File: src/hw/sadc_defines.vh
// Purpose: shared constants of the serial sar readout sequencer
// Assumes: included by bare name from the design file
// Notes:   edge counts are falling conversion clock edges after select low
`ifndef SADC_DEFINES_VH
`define SADC_DEFINES_VH

// ==========================================================================
// result format
// ==========================================================================
`define SADC_RES_W 12
`define SADC_IN_W 24
`define SADC_CODE_ZERO 12'h000
`define SADC_CODE_MID 12'h800
`define SADC_CODE_FULL 12'hFFF

// ==========================================================================
// sequence edge numbers
// ==========================================================================
`define SADC_CNT_W 5
`define SADC_EDGE_HOLD 5'h02
`define SADC_EDGE_MSB 5'h03
`define SADC_EDGE_LSB 5'h0E
`define SADC_EDGE_REV_LAST 5'h19

// ==========================================================================
// input buffer
// ==========================================================================
`define SADC_FIFO_DEPTH 16
`define SADC_FIFO_AW 4

// ==========================================================================
// pin synchroniser
// ==========================================================================
`define SADC_PIN_N 2
`define SADC_PIN_CS 0
`define SADC_PIN_CLK 1
// select idles high, clock idles low: no false edge after reset
`define SADC_PIN_RST 2'h1

`endif

File: src/hw/sadc_readout.v
// Purpose: serial readout sequencer of a 12-bit sar converter
// Assumes: select and conversion clock are asynchronous pins
// Notes:   analog front end appears as a stream of digitised pos/neg words
`timescale 1ns/10ps
`default_nettype none
`include "sadc_defines.vh"

// ==========================================================================
// input word buffer
// ==========================================================================
module sadc_fifo #(
    parameter WIDTH = `SADC_IN_W,
    parameter DEPTH = `SADC_FIFO_DEPTH,
    parameter AW = `SADC_FIFO_AW
) (
    // clock and reset
    input wire sys_clk,
    input wire resetn,
    // fill side
    input wire in_valid,
    output reg in_ready,
    input wire [WIDTH-1:0] in_data,
    // drain side
    output reg out_valid,
    input wire out_ready,
    output wire [WIDTH-1:0] out_data
);
    reg [WIDTH-1:0] mem [0:DEPTH-1];
    reg [AW-1:0] wr_ptr_ff;
    reg [AW-1:0] rd_ptr_ff;
    reg [AW:0] count_ff;
    reg [AW:0] nxt_count;
    wire push;
    wire pop;
    assign push = in_valid & in_ready;
    assign pop = out_valid & out_ready;
    assign out_data = mem[rd_ptr_ff];
    always @*
    begin
        nxt_count = count_ff;
        if (push & ~pop)
            nxt_count = count_ff + {{AW{1'b0}}, 1'b1};
        else if (pop & ~push)
            nxt_count = count_ff - {{AW{1'b0}}, 1'b1};
    end
    always @(posedge sys_clk)
    begin
        if (push)
            mem[wr_ptr_ff] <= in_data;
    end
    // full and empty registered so both handshake outputs come from flops
    always @(posedge sys_clk or negedge resetn)
    begin
        if (!resetn)
        begin
            wr_ptr_ff <= {AW{1'b0}};
            rd_ptr_ff <= {AW{1'b0}};
            count_ff <= {(AW+1){1'b0}};
            in_ready <= 1'b0;
            out_valid <= 1'b0;
        end
        else
        begin
            if (push)
                wr_ptr_ff <= wr_ptr_ff + {{(AW-1){1'b0}}, 1'b1};
            if (pop)
                rd_ptr_ff <= rd_ptr_ff + {{(AW-1){1'b0}}, 1'b1};
            count_ff <= nxt_count;
            in_ready <= (nxt_count != DEPTH[AW:0]);
            out_valid <= (nxt_count != {(AW+1){1'b0}});
        end
    end
endmodule // sadc_fifo

// ==========================================================================
// readout sequencer
// ==========================================================================
module sadc_readout (
    // clock and reset
    input wire sys_clk,
    input wire resetn,
    // serial pins
    input wire cs_n,
    input wire conversion_shift_clock,
    output reg sdo_out,
    output reg sdo_oe,
    // digitised input stream, pos code in high half
    input wire ain_valid,
    output wire ain_ready,
    input wire [`SADC_IN_W-1:0] ain_data,
    // status
    output reg sample_active,
    output reg analog_pd,
    output reg digital_pd,
    output reg result_underrun
);
    localparam [5:0] ST_IDLE = 6'h01;
    localparam [5:0] ST_SAMPLE = 6'h02;
    localparam [5:0] ST_NULL = 6'h04;
    localparam [5:0] ST_MSBF = 6'h08;
    localparam [5:0] ST_LSBF = 6'h10;
    localparam [5:0] ST_DONE = 6'h20;
    localparam [`SADC_PIN_N-1:0] PIN_RST = `SADC_PIN_RST;
    reg [5:0] state_ff;
    reg [`SADC_CNT_W-1:0] edge_cnt_ff;
    reg [`SADC_RES_W-1:0] result_ff;
    reg [`SADC_PIN_N-1:0] pin_meta_ff;
    reg [`SADC_PIN_N-1:0] pin_s2_ff;
    reg [`SADC_PIN_N-1:0] pin_s3_ff;
    reg [`SADC_PIN_N-1:0] pin_lvl_ff;
    wire [`SADC_PIN_N-1:0] pin_raw;
    wire [`SADC_PIN_N-1:0] pin_rise;
    wire [`SADC_PIN_N-1:0] pin_fall;
    wire [`SADC_CNT_W-1:0] edge_nxt;
    wire cs_fall;
    wire cs_high;
    wire clk_fall;
    wire capture;
    wire fifo_valid;
    wire [`SADC_IN_W-1:0] fifo_data;
    wire [`SADC_RES_W:0] diff;
    wire [`SADC_RES_W-1:0] code;
    // serial bit of a code by index
    function bit_at;
        input [`SADC_RES_W-1:0] c;
        input [`SADC_CNT_W-1:0] idx;
        begin
            bit_at = c[idx[3:0]];
        end
    endfunction
    // ======================================================================
    // pin synchronisers
    // ======================================================================
    assign pin_raw = {conversion_shift_clock, cs_n};
    genvar gi;
    generate
        for (gi = 0; gi < `SADC_PIN_N; gi = gi + 1)
        begin : g_pin
            // a change counts once stages two and three agree
            assign pin_rise[gi] = pin_s2_ff[gi] & pin_s3_ff[gi] &
                ~pin_lvl_ff[gi];
            assign pin_fall[gi] = ~pin_s2_ff[gi] & ~pin_s3_ff[gi] &
                pin_lvl_ff[gi];
            always @(posedge sys_clk or negedge resetn)
            begin
                if (!resetn)
                begin
                    pin_meta_ff[gi] <= PIN_RST[gi];
                    pin_s2_ff[gi] <= PIN_RST[gi];
                    pin_s3_ff[gi] <= PIN_RST[gi];
                    pin_lvl_ff[gi] <= PIN_RST[gi];
                end
                else
                begin
                    pin_meta_ff[gi] <= pin_raw[gi];
                    pin_s2_ff[gi] <= pin_meta_ff[gi];
                    pin_s3_ff[gi] <= pin_s2_ff[gi];
                    if (pin_s2_ff[gi] == pin_s3_ff[gi])
                        pin_lvl_ff[gi] <= pin_s3_ff[gi];
                end
            end
        end
    endgenerate
    assign cs_fall = pin_fall[`SADC_PIN_CS];
    // level as of this edge, so a counted fall is not taken for high
    assign cs_high = (pin_lvl_ff[`SADC_PIN_CS] & ~cs_fall) |
        pin_rise[`SADC_PIN_CS];
    assign clk_fall = pin_fall[`SADC_PIN_CLK];
    assign edge_nxt = edge_cnt_ff + 5'h01;
    // ======================================================================
    // hold capture
    // ======================================================================
    // single pop per cycle: the negative input is never revisited
    assign capture = (state_ff == ST_SAMPLE) & ~cs_high & clk_fall &
        (edge_nxt == `SADC_EDGE_HOLD);

    // straight binary, negative difference clips to zero
    assign diff = {1'b0, fifo_data[`SADC_IN_W-1:`SADC_RES_W]} -
        {1'b0, fifo_data[`SADC_RES_W-1:0]};
    assign code = diff[`SADC_RES_W] ? `SADC_CODE_ZERO :
        diff[`SADC_RES_W-1:0];

    sadc_fifo #(
        .WIDTH(`SADC_IN_W),
        .DEPTH(`SADC_FIFO_DEPTH),
        .AW(`SADC_FIFO_AW)
    ) u_fifo (
        .sys_clk(sys_clk),
        .resetn(resetn),
        .in_valid(ain_valid),
        .in_ready(ain_ready),
        .in_data(ain_data),
        .out_valid(fifo_valid),
        .out_ready(capture),
        .out_data(fifo_data)
    );

    // ======================================================================
    // sequencer
    // ======================================================================
    always @(posedge sys_clk or negedge resetn)
    begin
        if (!resetn)
        begin
            state_ff <= ST_IDLE;
            edge_cnt_ff <= 5'h00;
            result_ff <= `SADC_CODE_ZERO;
            sdo_out <= 1'b0;
            sdo_oe <= 1'b0;
            sample_active <= 1'b0;
            analog_pd <= 1'b1;
            digital_pd <= 1'b1;
            result_underrun <= 1'b0;
        end
        else if (cs_high)
        begin
            // abort at any point; output released within the sync delay
            state_ff <= ST_IDLE;
            sdo_oe <= 1'b0;
            sdo_out <= 1'b0;
            sample_active <= 1'b0;
            analog_pd <= 1'b1;
            digital_pd <= 1'b1;
        end
        else if (cs_fall)
        begin
            // a fall is only seen after select was high
            state_ff <= ST_SAMPLE;
            edge_cnt_ff <= 5'h00;
            sample_active <= 1'b1;
            analog_pd <= 1'b0;
            digital_pd <= 1'b0;
        end
        else if (clk_fall)
        begin
            case (state_ff)
                ST_SAMPLE:
                begin
                    edge_cnt_ff <= edge_nxt;
                    if (edge_nxt == `SADC_EDGE_HOLD)
                    begin
                        result_ff <= fifo_valid ? code : `SADC_CODE_ZERO;
                        result_underrun <= ~fifo_valid;
                        sample_active <= 1'b0;
                        sdo_oe <= 1'b1;
                        sdo_out <= 1'b0;
                        state_ff <= ST_NULL;
                    end
                end
                ST_NULL, ST_MSBF, ST_LSBF:
                begin
                    edge_cnt_ff <= edge_nxt;
                    if (edge_nxt <= `SADC_EDGE_LSB)
                    begin
                        // no pipeline: bits of this conversion
                        sdo_out <= bit_at(result_ff,
                            `SADC_EDGE_LSB - edge_nxt);
                        state_ff <= ST_MSBF;
                    end
                    else if (edge_nxt <= `SADC_EDGE_REV_LAST)
                    begin
                        sdo_out <= bit_at(result_ff,
                            edge_nxt - `SADC_EDGE_LSB);
                        state_ff <= ST_LSBF;
                    end
                    else
                    begin
                        sdo_oe <= 1'b0;
                        sdo_out <= 1'b0;
                        analog_pd <= 1'b1;
                        state_ff <= ST_DONE;
                    end
                end
                ST_DONE:
                    state_ff <= ST_DONE;
                default:
                    state_ff <= ST_IDLE;
            endcase
        end
    end
endmodule // sadc_readout

`default_nettype wire

File: config.mk
export PLATFORM = sky130hd
export DESIGN_NAME = sadc_readout
export DESIGN_NICKNAME = d
export VERILOG_FILES = /design/src/hw/sadc_readout.v
export VERILOG_INCLUDE_DIRS = /design/src /design/src/hw
export SDC_FILE = /design/constraint.sdc
export NUM_CORES = 1
export LEC_CHECK = 0
export ABC_AREA = 0
export BUFFER_PORTS_ARGS = -buffer_cell sky130_fd_sc_hd__buf_2
export CAP_MARGIN = 20
export CORE_MARGIN = 2
export CORE_UTILIZATION = 40
export DETAILED_ROUTE_END_ITERATION = 8
export GPL_ROUTABILITY_DRIVEN = 1
export PLACE_DENSITY = 0.65
export RECOVER_POWER = 100
export SYNTH_ARGS = -nofsm -noshare
export SYNTH_HDL_FRONTEND = slang
export SYNTH_SLANG_ARGS = --single-unit
export TNS_END_PERCENT = 20
File: constraint.sdc
create_clock -name sys_clk -period 4.65 [get_ports sys_clk]
set_input_delay 0.465 -clock sys_clk [delete_from_list [all_inputs] [get_ports sys_clk]]
set_output_delay 0.465 -clock sys_clk [all_outputs]
set_load 0.05 [all_outputs]
==> flow_summary_export.csv <==
group,metric,value,unit
run_status,status,"finished with violations",
run_status,violations,"capacitance limit, slew limit",
hold_path,min-delay-start,"pin_meta_ff[1]",
logic_synthesis,async_flop_share,0.119,
final_layout,area_growth,13.1,%
clock_tree,cts.clk_slew.worst_paths,0.06,ns
pwr,ir_worst_vdd,0.000267,V
timing,hold_viol_final,0,
critical_path,critPathSlowestCell,"dfrtp_4",
pwr,power.density,457,nW/um^2
critical_path,r2r_cells,13,
route,routedWlPerCell,24.0,um
timing,finalWorstPathRequiredPeriod,4.24,ns
timing,fin_skew,0.0248,ns
global_routing,track_usage,0.170,
critical_path,r2r_start,"u_fifo.rd_ptr_ff[0]",
hold_path,hold_path_class,"reg2reg",
logic_synthesis,ys.flop_type,"edfxtp_1",
critical_path,rrSetupSlack,0.41,ns
clock_tree,clock_path_buffers,3,
floorplanning,core,44100,um^2
critical_path,cp_max_fo,18,
timing,setup_viol,0,
hold_path,min_to,"pin_s2_ff[1]",
logic_synthesis,synth-seq-cells,436,
critical_path,r2r-end,"result_ff[7]",
route,drc,0,
logic_synthesis,syn_area,17800,um^2
floorplanning,die_area,46300,um^2
critical_path,cp.arrival,4.72,ns
critical_path,criticalPathCategory,"reg2reg",
pwr,power.leakage,6.53,nW
place,dp_hpwl,22000,um
route,final_antenna_net_count,0,
timing,timing.fmax,0.236,GHz
timing,slew_violations,350,
place,post-place-ws,0.433,ns
logic_synthesis,syn_nets,967,
floorplanning,fp-row-count,77,
route,viasPerCell,5.42,
floorplanning,die_h,215,um
floorplanning,initial_core_util,0.405,
global_routing,antenna_found_initial,0,
clock_tree,htreeDepth,2,
place,place_congestion,0.794,
logic_synthesis,synth_edf_count,384,
floorplanning,die_w,215,um
critical_path,endpoint_kind,"flop",
route,first_iter_violations,888,
critical_path,worstPathRequired,5.12,ns
timing,setup_tns,0,ns
final_layout,fin_cells,1607,
critical_path,critPathMaxStageDelay,0.68,ns
final_layout,antenna_cells,0,
final_layout,drive_above_1_share,0.220,
pwr,p_total,9.22,mW
critical_path,worstSetupStartpointType,"flop",
clock_tree,clock_latency,0.57,ns
place,port_buffers,35,
clock_tree,cts.sinks,436,
floorplanning,ioPinCount,36,
route,routed_wirelength,38600,um
place,dp_cells,1522,
global_routing,grt.overflow.total,0,
clock_tree,cts_made_buffers,45,
clock_tree,cts_tree,"built",
global_routing,grt_pass1_wl,57800,um
route,firstDrtPassIters,5,
timing,rsz0062_at_grt,"no",
logic_synthesis,avgSynthCellArea,19.7,um^2
logic_synthesis,synth_cells,907,
job,drv_cap,14,
hold_path,whs_path_depth,0,
clock_tree,cts_root_buffer,"clkbuf_16",
final_layout,final_nets,1040,
timing,finalCritPeriodShare,0.913,
global_routing,grt_pass1_vias,8979,
logic_synthesis,ys_warn_count,0,
timing,relSlewSlack,-0.868,
timing,worst_pin_slew,2.80,ns
timing,setup_ws,0.406,ns
route,vias,8713,
logic_synthesis,synth_cell_type_count,53,
timing,hold_slack,0.350,ns
critical_path,path_cells,"buf_4, mux4_2, mux4_2, ha_1, inv_1, fa_1, a21o_1, a21oi_1, o21ai_0, nand2_1, o21ai_0, nand4_1, o31ai_1",
global_routing,grt_max_degree,53,
logic_synthesis,seq_area_frac_synth,0.719,
[layout make-up]
cell class	instances	area, um^2
Inverter	30	113
Multi-Input combinational cell	402	4710
Sequential cell	436	12800
Timing Repair Buffer	65	327
Clock inverter	25	195
Fill cell	3815	23900
Clock buffer	57	1250
Tap cell	592	741
[where the power goes]
group / internal (mW) / leakage, nW / switching, mW
combinational: 0.268 / 1.69 / 0.604
sequential: 4.69 / 4.13 / 0.126
clock: 2.07 / 0.712 / 1.47
total: 7.03 / 6.53 / 2.20
[critical path: cells and delay by family, from the launching register on]
kind                     cells  cell delay, ns
AO/OA/AOI/OAI                5            1.12
adder cells (fa/ha/maj)      2            0.41
multiplexers                 2            1.00
AND/OR/NAND/NOR              2            0.54
flip-flops                   1            0.68
buffers and inverters        2            0.37
[flip-flops by register name (all words and copies together) (netlist names)]
| name | cells |
|---|---|
| digital_pd | 1 |
| edge_cnt_ff | 5 |
| u_fifo.in_ready | 1 |
| u_fifo.rd_ptr_ff | 4 |
| u_fifo.count_ff | 5 |
| u_fifo.mem | 384 |
| result_underrun | 1 |
| pin_lvl_ff | 2 |
| pin_s3_ff | 2 |
| sdo_oe | 1 |
| pin_s2_ff | 2 |
| sample_active | 1 |
| analog_pd | 1 |
| result_ff | 12 |
| u_fifo.out_valid | 1 |
| state_ff | 6 |
| sdo_out | 1 |
| u_fifo.wr_ptr_ff | 4 |
| pin_meta_ff | 2 |
[stage by stage]
stage,utilization,area (um^2)
4_1_cts,0.460,20300
3_3_place_gp,0.426,18800
2_1_floorplan,-,17800
5_1_grt,0.457,20200
6_report,0.457,20200
3_5_place_dp,0.426,18800
[synth_stat cells, types with 2 or more instances]
| master | n | area, um^2 |
|---|---|---|
| a211oi_1 | 3 | 22.5 |
| a21boi_0 | 3 | 22.5 |
| a21o_1 | 6 | 45.0 |
| a21oi_1 | 15 | 75.1 |
| and2_1 | 14 | 87.6 |
| and3_1 | 8 | 50.1 |
| buf_1 | 4 | 15.0 |
| buf_2 | 9 | 45.0 |
| buf_6 | 3 | 33.8 |
| clkbuf_1 | 23 | 86.3 |
| dfrtp_1 | 45 | 1130 |
| dfstp_2 | 7 | 184 |
| edfxtp_1 | 384 | 11500 |
| ha_1 | 30 | 375 |
| inv_1 | 30 | 113 |
| mux2_2 | 2 | 22.5 |
| mux2i_1 | 4 | 40.0 |
| mux4_2 | 126 | 2840 |
| nand2_1 | 49 | 184 |
| nand2b_1 | 4 | 25.0 |
| nand3_1 | 11 | 55.1 |
| nand3b_1 | 2 | 15.0 |
| nand4_1 | 6 | 37.5 |
| nor2_1 | 13 | 48.8 |
| nor2b_1 | 3 | 18.8 |
| nor3_1 | 4 | 20.0 |
| nor3b_1 | 4 | 30.0 |
| nor4_1 | 3 | 18.8 |
| o21a_1 | 4 | 30.0 |
| o21ai_0 | 39 | 195 |
| o31ai_1 | 3 | 22.5 |
| xnor2_1 | 13 | 114 |
| xor2_1 | 13 | 114 |
[layout by cell type, fill, tap and decap left out, types with 6 or more instances in the layout]
master       n
edfxtp_1   384
mux4_2     126
clkbuf_1    52
nand2_1     49
clkbuf_16   48
dfrtp_1     42
o21ai_0     39
inv_1       30
ha_1        30
a21oi_1     15
and2_0      14
xor2_1      13
xnor2_1     13
nor2_1      13
buf_4       13
clkinv_1    12
nand3_1     11
and3_1       8
clkinv_2     7
nand4_1      6
a21o_1       6
dfstp_2      6
[cells by family after synthesis]
kind of cell               count (synthesis)  share of synthesized area
AOI/OAI and AO/OA                         83                     0.0288
and+or+nand+nor                          129                     0.0371
xor gates and xnor gates                  27                     0.0137
adders and majority gates                 31                     0.0222
muxes                                    132                      0.162
buffers and inverters                     69                     0.0164
DFF                                      436                      0.719
[routing by layer]
| metal | up-vias | share of wire | wire length [um] | GRT usage |
|---|---|---|---|---|
| met4 | 0 | 0.024 | 907 | 0.0485 |
| met1 | 4607 | 0.42 | 16200 | 0.226 |
| li1 | 3811 | - | - | - |
| met5 | - | 0 | 0 | 0 |
| met3 | 62 | 0.055 | 2120 | 0.0333 |
| met2 | 233 | 0.50 | 19300 | 0.285 |
[worst max-delay path by stage]
stage | slack (ns) | to | start | cells after the start
floorplan | 0.74 | result_ff[11] | u_fifo.rd_ptr_ff[0] | 14
global placement | 0.58 | result_ff[7] | u_fifo.rd_ptr_ff[0] | 13
detailed placement | 0.43 | result_ff[7] | u_fifo.rd_ptr_ff[0] | 13
CTS | 0.41 | result_ff[7] | u_fifo.rd_ptr_ff[0] | 13
global route | 0.06 | result_ff[7] | u_fifo.rd_ptr_ff[0] | 13
finish | 0.41 | result_ff[7] | u_fifo.rd_ptr_ff[0] | 13
[timing repair]
| item | 4_1_cts | 5_1_grt |
|---|---|---|
| setup buffers | 0 | 0 |
| hold endpoints to repair | 2 | 0 |
| setup endpoints to repair | 0 | 0 |
| hold buffers | 2 | 0 |
| gates resized for setup | 0 | 0 |
Power figures use the tool's default switching activity.
